File: config.mk
export PLATFORM = sky130hd
export DESIGN_NAME = copy_unit_ctrl
export DESIGN_NICKNAME = d
export VERILOG_FILES = /design/src/include/copy_unit_pkg.sv /design/src/logic/copy_unit_ctrl.sv
export SDC_FILE = /design/constraint.sdc
export NUM_CORES = 1
export LEC_CHECK = 0
export BUFFER_PORTS_ARGS = -buffer_cell sky130_fd_sc_hd__buf_2
export CAP_MARGIN = 30
export CORE_AREA = 2 2 289 291
export CTS_CLUSTER_DIAMETER = 200
export DETAILED_ROUTE_END_ITERATION = 10
export DIE_AREA = 0 0 291 293
export GPL_TIMING_DRIVEN = 1
export PLACE_DENSITY = 0.73
export SLEW_MARGIN = 0
export SYNTH_ARGS = -nofsm -noshare
export SYNTH_HDL_FRONTEND = slang
export SYNTH_SLANG_ARGS = --single-unit
File: constraint.sdc
create_clock -name clk -period 8.3 [get_ports clk]
set_input_delay 1.66 -clock clk [delete_from_list [all_inputs] [get_ports clk]]
set_output_delay 1.66 -clock clk [all_outputs]
set_load 0.05 [all_outputs]
File: src/include/copy_unit_pkg.sv
// constants and types shared by the parameter copy unit control logic
package copy_unit_pkg;
	// ----------------------------------------
	// slots and transfer sizes
	// ----------------------------------------
	localparam int slot_count = 4;
	localparam int slot_bits = 2;
	localparam int param_count = 16;
	localparam int param_bits = 4;
	localparam logic [7:0] drive_station = 8'h01;
	// ----------------------------------------
	// link framing: 19200 baud, 8 data, no parity, 1 stop
	// ----------------------------------------
	localparam int clk_hz = 200000000;
	localparam int baud_rate = 19200;
	localparam int baud_div = clk_hz / baud_rate;
	localparam int reply_timeout_ms = 100;
	localparam int reply_timeout_cycles = reply_timeout_ms * (clk_hz / 1000);
	localparam int blink_half_ms = 250;
	localparam int blink_half_cycles = blink_half_ms * (clk_hz / 1000);
	// ----------------------------------------
	// modbus function codes
	// ----------------------------------------
	localparam logic [7:0] fn_read = 8'h03;
	localparam logic [7:0] fn_write = 8'h06;
	localparam logic [7:0] fn_error_flag = 8'h80;
	// ----------------------------------------
	// display codes
	// ----------------------------------------
	typedef enum logic [3:0] {
		disp_blank,
		disp_standby,
		disp_busy,
		disp_done,
		comm_fault_code,
		empty_slot_fault_code,
		upload_reject_fault_code,
		firmware_mismatch_fault_code,
		nvm_fault_code,
		drive_error_code,
		disp_keypad
	} disp_code_t;
	// ----------------------------------------
	// operator commands
	// ----------------------------------------
	typedef struct packed {
		logic download;
		logic upload_with_motor_params;
		logic upload_without_motor_params;
		logic erase;
		logic stop_reset;
		logic [1:0] slot;
	} key_cmd_t;
	// ----------------------------------------
	// byte channel to and from a uart
	// ----------------------------------------
	typedef struct packed {
		logic valid;
		logic [7:0] data;
	} byte_t;
endpackage

File: src/logic/copy_unit_ctrl.sv
// control logic of the parameter copy unit: slots, modbus master, fault display
`timescale 1ns/10ps
// Function
// - four parameter slots, indexed 0 to 3, one chosen per command.
// - a missing or bad drive reply shows the communication fault code.
// - download reads drive settings into the slot, upload writes the slot to the drive.
// - upload comes with or without the motor parameters.
// - across different drive models only the upload without motor parameters is allowed.
// - the low-power drive family only allows the upload without motor parameters.
// - an erase command empties a slot.
// - the interface selection picks copy mode (0) or remote keypad (1) at power on.
// - uploading from an empty slot aborts with the empty slot fault code.
// - reject, firmware and nonvolatile memory faults show their own codes.
// - a drive error reply shows the drive error code (the upload reject code during an upload) until stop/reset.
// - stop/reset stops the drive, clears the fault and returns to copy mode.
// - the display blinks while idle.
module copy_unit_ctrl #(
	parameter int timeout_cycles = copy_unit_pkg::reply_timeout_cycles,
	parameter int blink_cycles = copy_unit_pkg::blink_half_cycles,
	parameter int nparams = copy_unit_pkg::param_count
) (
	// clock and reset
	input wire logic clk,
	input wire logic rstn,
	// operator keys and setup
	input wire copy_unit_pkg::key_cmd_t key,
	input wire logic iface_sel,
	input wire logic same_model,
	input wire logic low_power_family,
	input wire logic fw_supported,
	input wire logic nvm_fail,
	// uart toward the drive
	output copy_unit_pkg::byte_t tx,
	input wire logic tx_ready,
	input wire copy_unit_pkg::byte_t rx,
	// status
	output copy_unit_pkg::disp_code_t disp_code,
	output logic disp_on,
	output logic keypad_mode,
	output logic drive_stop,
	output logic [3:0] slot_full
);
	// ----------------------------------------
	// state
	// ----------------------------------------
	typedef enum {s_idle, s_send, s_wait, s_next, s_fault} state_t;
	state_t state_reg;
	logic [15:0] slot_mem [copy_unit_pkg::slot_count][nparams];
	logic [3:0] full_reg;
	logic [1:0] slot_reg;
	logic is_upload_reg;
	logic motor_reg;
	logic [copy_unit_pkg::param_bits-1:0] idx_reg;
	logic [2:0] tx_cnt_reg;
	logic [2:0] rx_cnt_reg;
	logic [7:0] rx_buf_reg [4];
	logic [31:0] timer_reg;
	logic [31:0] blink_reg;
	logic blink_on_reg;
	logic boot_reg;
	copy_unit_pkg::disp_code_t fault_reg;
	logic [15:0] wr_data;
	logic [7:0] tx_byte;
	logic [2:0] tx_len;
	logic reply_err;

	// first quarter of the map holds motor data; skipped when excluded
	function automatic logic is_motor(input logic [copy_unit_pkg::param_bits-1:0] i);
		is_motor = (i < copy_unit_pkg::param_bits'(nparams / 4));
	endfunction

	// ----------------------------------------
	// request framing (crc supplied by uart)
	// ----------------------------------------
	assign wr_data = slot_mem[slot_reg][idx_reg];
	assign tx_len = 3'd6;
	always_comb
	begin
		case (tx_cnt_reg)
			3'd0: tx_byte = copy_unit_pkg::drive_station;
			3'd1: tx_byte = is_upload_reg ? copy_unit_pkg::fn_write : copy_unit_pkg::fn_read;
			3'd2: tx_byte = 8'h00;
			3'd3: tx_byte = {4'h0, idx_reg};
			3'd4: tx_byte = is_upload_reg ? wr_data[15:8] : 8'h00;
			3'd5: tx_byte = is_upload_reg ? wr_data[7:0] : 8'h01;
			default: tx_byte = 8'h00;
		endcase
	end
	assign tx.valid = (state_reg == s_send);
	assign tx.data = tx_byte;
	assign reply_err = rx_buf_reg[1][7];

	// ----------------------------------------
	// main sequencer
	// ----------------------------------------
	always_ff @(posedge clk or negedge rstn)
	begin
		if (!rstn)
		begin
			state_reg <= s_idle;
			slot_reg <= 2'h0;
			is_upload_reg <= 1'b0;
			motor_reg <= 1'b0;
			idx_reg <= '0;
			tx_cnt_reg <= 3'h0;
			rx_cnt_reg <= 3'h0;
			timer_reg <= 32'h0;
			fault_reg <= copy_unit_pkg::disp_blank;
			full_reg <= 4'h0;
			keypad_mode <= 1'b0;
			boot_reg <= 1'b1;
			drive_stop <= 1'b0;
		end
		else
		begin
			drive_stop <= 1'b0;
			boot_reg <= 1'b0;
			if (boot_reg)
				keypad_mode <= iface_sel;
			if (key.stop_reset)
			begin
				drive_stop <= 1'b1;
				keypad_mode <= 1'b0;
				fault_reg <= copy_unit_pkg::disp_blank;
				state_reg <= s_idle;
			end
			else
			begin
				case (state_reg)
					s_idle:
					begin
						idx_reg <= '0;
						tx_cnt_reg <= 3'h0;
						rx_cnt_reg <= 3'h0;
						slot_reg <= key.slot;
						if (keypad_mode)
							state_reg <= s_idle;
						else if (nvm_fail && (key.download || key.upload_with_motor_params
							|| key.upload_without_motor_params))
						begin
							fault_reg <= copy_unit_pkg::nvm_fault_code;
							state_reg <= s_fault;
						end
						else if (key.erase)
							full_reg[key.slot] <= 1'b0;
						else if (key.download)
						begin
							if (!fw_supported)
							begin
								fault_reg <= copy_unit_pkg::firmware_mismatch_fault_code;
								state_reg <= s_fault;
							end
							else
							begin
								is_upload_reg <= 1'b0;
								motor_reg <= 1'b1;
								state_reg <= s_send;
							end
						end
						else if (key.upload_with_motor_params || key.upload_without_motor_params)
						begin
							if (!full_reg[key.slot])
							begin
								fault_reg <= copy_unit_pkg::empty_slot_fault_code;
								state_reg <= s_fault;
							end
							else if (!fw_supported)
							begin
								fault_reg <= copy_unit_pkg::firmware_mismatch_fault_code;
								state_reg <= s_fault;
							end
							else if (key.upload_with_motor_params
								&& (!same_model || low_power_family))
							begin
								fault_reg <= copy_unit_pkg::upload_reject_fault_code;
								state_reg <= s_fault;
							end
							else
							begin
								is_upload_reg <= 1'b1;
								motor_reg <= key.upload_with_motor_params;
								idx_reg <= key.upload_with_motor_params ? '0
									: copy_unit_pkg::param_bits'(nparams / 4);
								state_reg <= s_send;
							end
						end
					end
					s_send:
					begin
						if (tx_ready)
						begin
							if (tx_cnt_reg == tx_len - 3'd1)
							begin
								tx_cnt_reg <= 3'h0;
								timer_reg <= 32'h0;
								state_reg <= s_wait;
							end
							else
								tx_cnt_reg <= tx_cnt_reg + 3'd1;
						end
					end
					s_wait:
					begin
						timer_reg <= timer_reg + 32'd1;
						if (rx.valid)
							rx_cnt_reg <= rx_cnt_reg + 3'd1;
						if (timer_reg == 32'(timeout_cycles - 1))
						begin
							fault_reg <= copy_unit_pkg::comm_fault_code;
							state_reg <= s_fault;
						end
						else if (rx.valid && rx_cnt_reg == 3'd4)
						begin
							if (rx_buf_reg[0] != copy_unit_pkg::drive_station)
							begin
								fault_reg <= copy_unit_pkg::comm_fault_code;
								state_reg <= s_fault;
							end
							else if (reply_err)
							begin
								fault_reg <= is_upload_reg ? copy_unit_pkg::upload_reject_fault_code
									: copy_unit_pkg::drive_error_code;
								state_reg <= s_fault;
							end
							else
								state_reg <= s_next;
						end
					end
					s_next:
					begin
						rx_cnt_reg <= 3'h0;
						if (idx_reg == copy_unit_pkg::param_bits'(nparams - 1))
						begin
							if (!is_upload_reg)
								full_reg[slot_reg] <= 1'b1;
							fault_reg <= copy_unit_pkg::disp_done;
							state_reg <= s_idle;
						end
						else
						begin
							idx_reg <= idx_reg + 1'b1;
							state_reg <= s_send;
						end
					end
					s_fault:
						state_reg <= s_fault;
					default:
						state_reg <= s_idle;
				endcase
			end
		end
	end

	// ----------------------------------------
	// reply capture and slot storage
	// ----------------------------------------
	always_ff @(posedge clk)
	begin
		if (state_reg == s_wait && rx.valid && rx_cnt_reg < 3'd4)
			rx_buf_reg[rx_cnt_reg[1:0]] <= rx.data;
		if (state_reg == s_wait && rx.valid && rx_cnt_reg == 3'd4 && !is_upload_reg)
			slot_mem[slot_reg][idx_reg] <= {rx_buf_reg[3], rx.data};
	end

	// ----------------------------------------
	// display and standby blink
	// ----------------------------------------
	always_ff @(posedge clk or negedge rstn)
	begin
		if (!rstn)
		begin
			blink_reg <= 32'h0;
			blink_on_reg <= 1'b1;
		end
		else if (state_reg != s_idle)
		begin
			blink_reg <= 32'h0;
			blink_on_reg <= 1'b1;
		end
		else if (blink_reg == 32'(blink_cycles - 1))
		begin
			blink_reg <= 32'h0;
			blink_on_reg <= ~blink_on_reg;
		end
		else
			blink_reg <= blink_reg + 32'd1;
	end
	always_comb
	begin
		if (state_reg == s_fault)
			disp_code = fault_reg;
		else if (keypad_mode)
			disp_code = copy_unit_pkg::disp_keypad;
		else if (state_reg == s_idle)
			disp_code = copy_unit_pkg::disp_standby;
		else
			disp_code = copy_unit_pkg::disp_busy;
	end
	assign disp_on = blink_on_reg;
	assign slot_full = full_reg;
	// ----------------------------------------
	// checks
	// ----------------------------------------
	AST_EMPTY_SLOT: assert property (@(posedge clk) disable iff (!rstn)
		state_reg == s_idle && !keypad_mode && !key.stop_reset && !nvm_fail && !key.erase
		&& !key.download && key.upload_without_motor_params && !full_reg[key.slot]
		|=> state_reg == s_fault && fault_reg == copy_unit_pkg::empty_slot_fault_code)
		else $error("empty slot upload not refused");
	AST_TIMEOUT: assert property (@(posedge clk) disable iff (!rstn)
		state_reg == s_wait && timer_reg == 32'(timeout_cycles - 1) && !key.stop_reset
		|=> disp_code == copy_unit_pkg::comm_fault_code) else $error("timeout without comm fault");
	AST_MODEL_REJECT: assert property (@(posedge clk) disable iff (!rstn)
		state_reg == s_idle && !keypad_mode && !key.stop_reset && !nvm_fail && !key.erase
		&& !key.download && key.upload_with_motor_params && full_reg[key.slot] && fw_supported
		&& (!same_model || low_power_family) |=> fault_reg == copy_unit_pkg::upload_reject_fault_code)
		else $error("motor upload across models");
	AST_SKIP_MOTOR: assert property (@(posedge clk) disable iff (!rstn)
		tx.valid && is_upload_reg && !motor_reg |-> !is_motor(idx_reg)) else $error("motor data sent");
	AST_STATION: assert property (@(posedge clk) disable iff (!rstn)
		tx.valid && tx_cnt_reg == 3'd0 |-> tx.data == 8'h01) else $error("wrong station");
	AST_STOP: assert property (@(posedge clk) disable iff (!rstn)
		key.stop_reset |=> drive_stop && !keypad_mode && state_reg == s_idle) else $error("stop ignored");
	AST_ERASE: assert property (@(posedge clk) disable iff (!rstn)
		state_reg == s_idle && !keypad_mode && !key.stop_reset && key.erase
		&& !key.download && !key.upload_with_motor_params && !key.upload_without_motor_params
		|=> !full_reg[$past(key.slot)]) else $error("erase failed");
	AST_BLINK: assert property (@(posedge clk) disable iff (!rstn)
		state_reg != s_idle |=> disp_on) else $error("display dark while busy");
	AST_FUNC: assert property (@(posedge clk) disable iff (!rstn)
		tx.valid && tx_cnt_reg == 3'd1 |-> tx.data == (is_upload_reg ? 8'h06 : 8'h03))
		else $error("wrong function code");
	COV_DOWNLOAD: cover property (@(posedge clk) disable iff (!rstn)
		state_reg == s_next && !is_upload_reg);
	COV_UPLOAD: cover property (@(posedge clk) disable iff (!rstn)
		state_reg == s_next && is_upload_reg);
	COV_FAULT: cover property (@(posedge clk) disable iff (!rstn) state_reg == s_fault);
endmodule

==> impl_summary.txt <==
----------------------------------------------------
[Drt]
  Number of iterations in the first detailed-routing pass ... 6
  Routed Antenna Nets ... 0
  Via/cell ratio ... 6.56
  Total Wirelength ... 109 mm
  Residual DRC ... 0
  Drt first-iter violations ... 3277
  Via count of the routed design ... 23800
  Wire per inst ... 30.1 microns

[Timing]
  Worst-case setup margin in the final layout ... 1750 ps
  Skew final ... 45.0 ps
  Final period util ... 0.789
  Unrepaired setup endpoints after global routing ... no
  Total count of max-transition violations in the final report ... 0
  Final-layout worst hold slack ... 499 ps
  Least-Margin Pin Slew ... 1250 ps
  Count of final setup violators ... 0
  Worst-case headroom to the max-slew limit ... 0.169
  Upper clock frequency limit ... 153 MHz
  Fin. Hold Viols ... 0
  TNS Setup ... 0 ps
  Post-layout minimum cycle time ... 6550 ps

[Global routing]
  First-pass GRT wire length ... 160 mm
  Number of global-route vias before repair ... 23900
  Pin count of the biggest net entering global routing ... 111
  Grt ovf ... 0
  Antenna violations before repair ... 1
  GRT Overall Usage ... 0.259

[Yosys]
  Yosys warning count ... 0
  Post-synth ARST share ... 0.0812
  Synth area leaders ... sky130_fd_sc_hd__edfxtp_1, sky130_fd_sc_hd__mux4_2, sky130_fd_sc_hd__dfrtp_1
  Post-Synthesis Cells ... 2317
  Number of enable flip-flop cells after synthesis ... 1041
  Nets in the synthesized netlist ... 2351
  Commonest cells in the netlist ... sky130_fd_sc_hd__edfxtp_1, sky130_fd_sc_hd__mux4_2, sky130_fd_sc_hd__nor2_1
  Most used flip-flop cell after synthesis ... sky130_fd_sc_hd__edfxtp_1
  Netlist area before placement ... 44900 sq um
  Proportion of netlist area held by the largest area contributor ... 0.696
  Dominant cell type by area after synthesis ... sky130_fd_sc_hd__edfxtp_1
  Count of cell types in the netlist ... 61
  Dominant cell by count in the synthesized netlist ... sky130_fd_sc_hd__edfxtp_1
  Average instance area after synthesis ... 19.4 sq um
  Seq cells post-synth ... 1133
  Share of the yosys chip area belonging to registers ... 0.747

[Clock network]
  Number of gates resized after CTS ... 0
  Latest clock arrival within the worst-skew pair ... 690 ps
  CTS H-tree lvls ... 3
  Clock sink count ... 1133
  Maximum buffer depth of the clock tree ... 3
  Root buffer cell ... sky130_fd_sc_hd__clkbuf_16
  Clock slew at reported path FFs ... 60 ps
  Number of buffers inserted during clock tree synthesis ... 109
  CTS tree ... done
  Hold_buf cts ... 0
  Number of buffers added for setup after CTS ... 0

[Power and ir drop]
  Power density cells ... 253 nW/um^2
  Total Power ... 12.8 mW
  Max rail drop VDD ... 0.188 mV
  Reported leakage power ... 16.5 nW

[Final layout]
  Max FFs per register ... 1024
  Ratio of cells with drive above 1 in the final layout ... 0.243
  Final Instance Area ... 50400 sq um
  Net count reported at finish ... 2503
  Antenna diode count ... 0
  Area grow syn2layout ... 12.2%
  Number of cells in the finished layout apart from fillers ... 3627
  Util after Layout ... 0.616

[Setup path]
  Worst setup EP type ... output port
  Kind of start point of the critical path ... register
  Minimum setup slack among reg-to-reg paths ... 4270 ps
  Data required time of the critical path ... 6640 ps
  Critical path peak fanout ... 36
  Data arrival, critical path ... 4890 ps
  Setup CP Type ... register to output port

[Die]
  Die W ... 291 microns
  Die Y ... 293 microns
  Rows ... 105
  Placeable core region ... 81800 sq um
  Die area ... 85300 sq um
  Initial Utilization ... 0.549
  Number of I/O pins ... 44

[Placed design]
  HPWL after detailed placement ... 62.6 mm
  Count of input and output buffers ... 43
  Dpl ws ... 2510 ps
  Number of instances in the placed design ... 3425
  Final estimated routing congestion in global placement ... 0.893
  Placement Cell Area ... 46800 sq um

[Min path]
  Worst hold path class ... register to register

[Run]
  Max-capacitance violation count ... 0

[Run status]
  Outcome ... completed

----------------------------------------------------
==> cells in the final DEF, fill, tap and decap left out, drive strengths merged, types with 16 or more instances in the layout <==
cell type / netlist / layout
clkinv: 2 / 56
and2: 16 / 16
mux2i: 22 / 22
buf: 63 / 156
xor2: 30 / 30
nand4: 23 / 23
a21oi: 30 / 30
clkbuf: 54 / 130
nand2: 118 / 118
inv: 14 / 16
edfxtp: 1041 / 1041
nand3: 38 / 38
dfrtp: 90 / 90
a31oi: 19 / 19
mux4: 279 / 279
and3: 24 / 24
nor3: 37 / 37
a22oi: 21 / 21
o21ai: 57 / 57
nor2: 165 / 165
==> power by group <==
group          internal (mW)  total, mW  switching, mW
combinational          0.761       1.56          0.800
sequential              6.21       6.30         0.0881
clock                   2.80       4.90           2.10
==> cell families after synthesis <==
family	after synthesis	synth area share
AO/OA/AOI/OAI	196	0.0282
XOR/XNOR	45	0.00877
adder cells (fa/ha/maj)	10	0.00279
buffers and inverters	133	0.0144
flip-flops	1133	0.747
multiplexers	314	0.148
other	1	0.0000835
AND/OR/NAND/NOR	485	0.0504
==> per-layer routing <==
layer  global-route usage  vias to the layer above  wire length (microns)  part of all wire
met5                    0                        -                      7          0.000064
met4               0.0880                        2                   3630             0.033
met3               0.0640                      226                  12300              0.11
met2                0.408                     1453                  52100              0.48
met1                0.358                    12400                  41200              0.38
li1                     -                     9730                      -                 -
==> cell type report <==
class / instances / area, sq um
Multi-Input combinational cell: 1051 / 10700
Clock buffer: 128 / 2820
Timing Repair Buffer: 158 / 1190
Fill cell: 5518 / 31400
Sequential cell: 1133 / 33600
Inverter: 16 / 61.3
Clock inverter: 71 / 707
Tap cell: 1070 / 1340
==> worst max-delay path, cell delays in order (launching register included) <==
cell and delay (ps):
sky130_fd_sc_hd__dfrtp_4 910, sky130_fd_sc_hd__buf_4 480, sky130_fd_sc_hd__mux4_2 540, sky130_fd_sc_hd__mux4_2 470, sky130_fd_sc_hd__nor2_1 130, sky130_fd_sc_hd__a311oi_1 70
sky130_fd_sc_hd__a221oi_1 1000, sky130_fd_sc_hd__o211ai_1 260, sky130_fd_sc_hd__buf_2 300
==> worst paths after layout <==
kind / endpoint / depth (start not counted) / startpoint
worst min register to register: timer_reg[3]$_DFFE_PN0P_ / 1 / timer_reg[3]$_DFFE_PN0P_
min in group asynchronous: blink_reg[27]$_DFF_PN0_ / 1 / rstn
worst max register to register: slot_mem[0][136]$_DFFE_PP_ / 7 / state_reg[0]$_DFFE_PN0P_
worst max-delay path: tx[6] / 8 / slot_reg[0]$_DFFE_PN0P_
max in group asynchronous: idx_reg[1]$_DFFE_PN0P_ / 3 / rstn
worst min-delay path: timer_reg[3]$_DFFE_PN0P_ / 1 / timer_reg[3]$_DFFE_PN0P_
No activity file was read; power rests on OpenSTA's default activity.
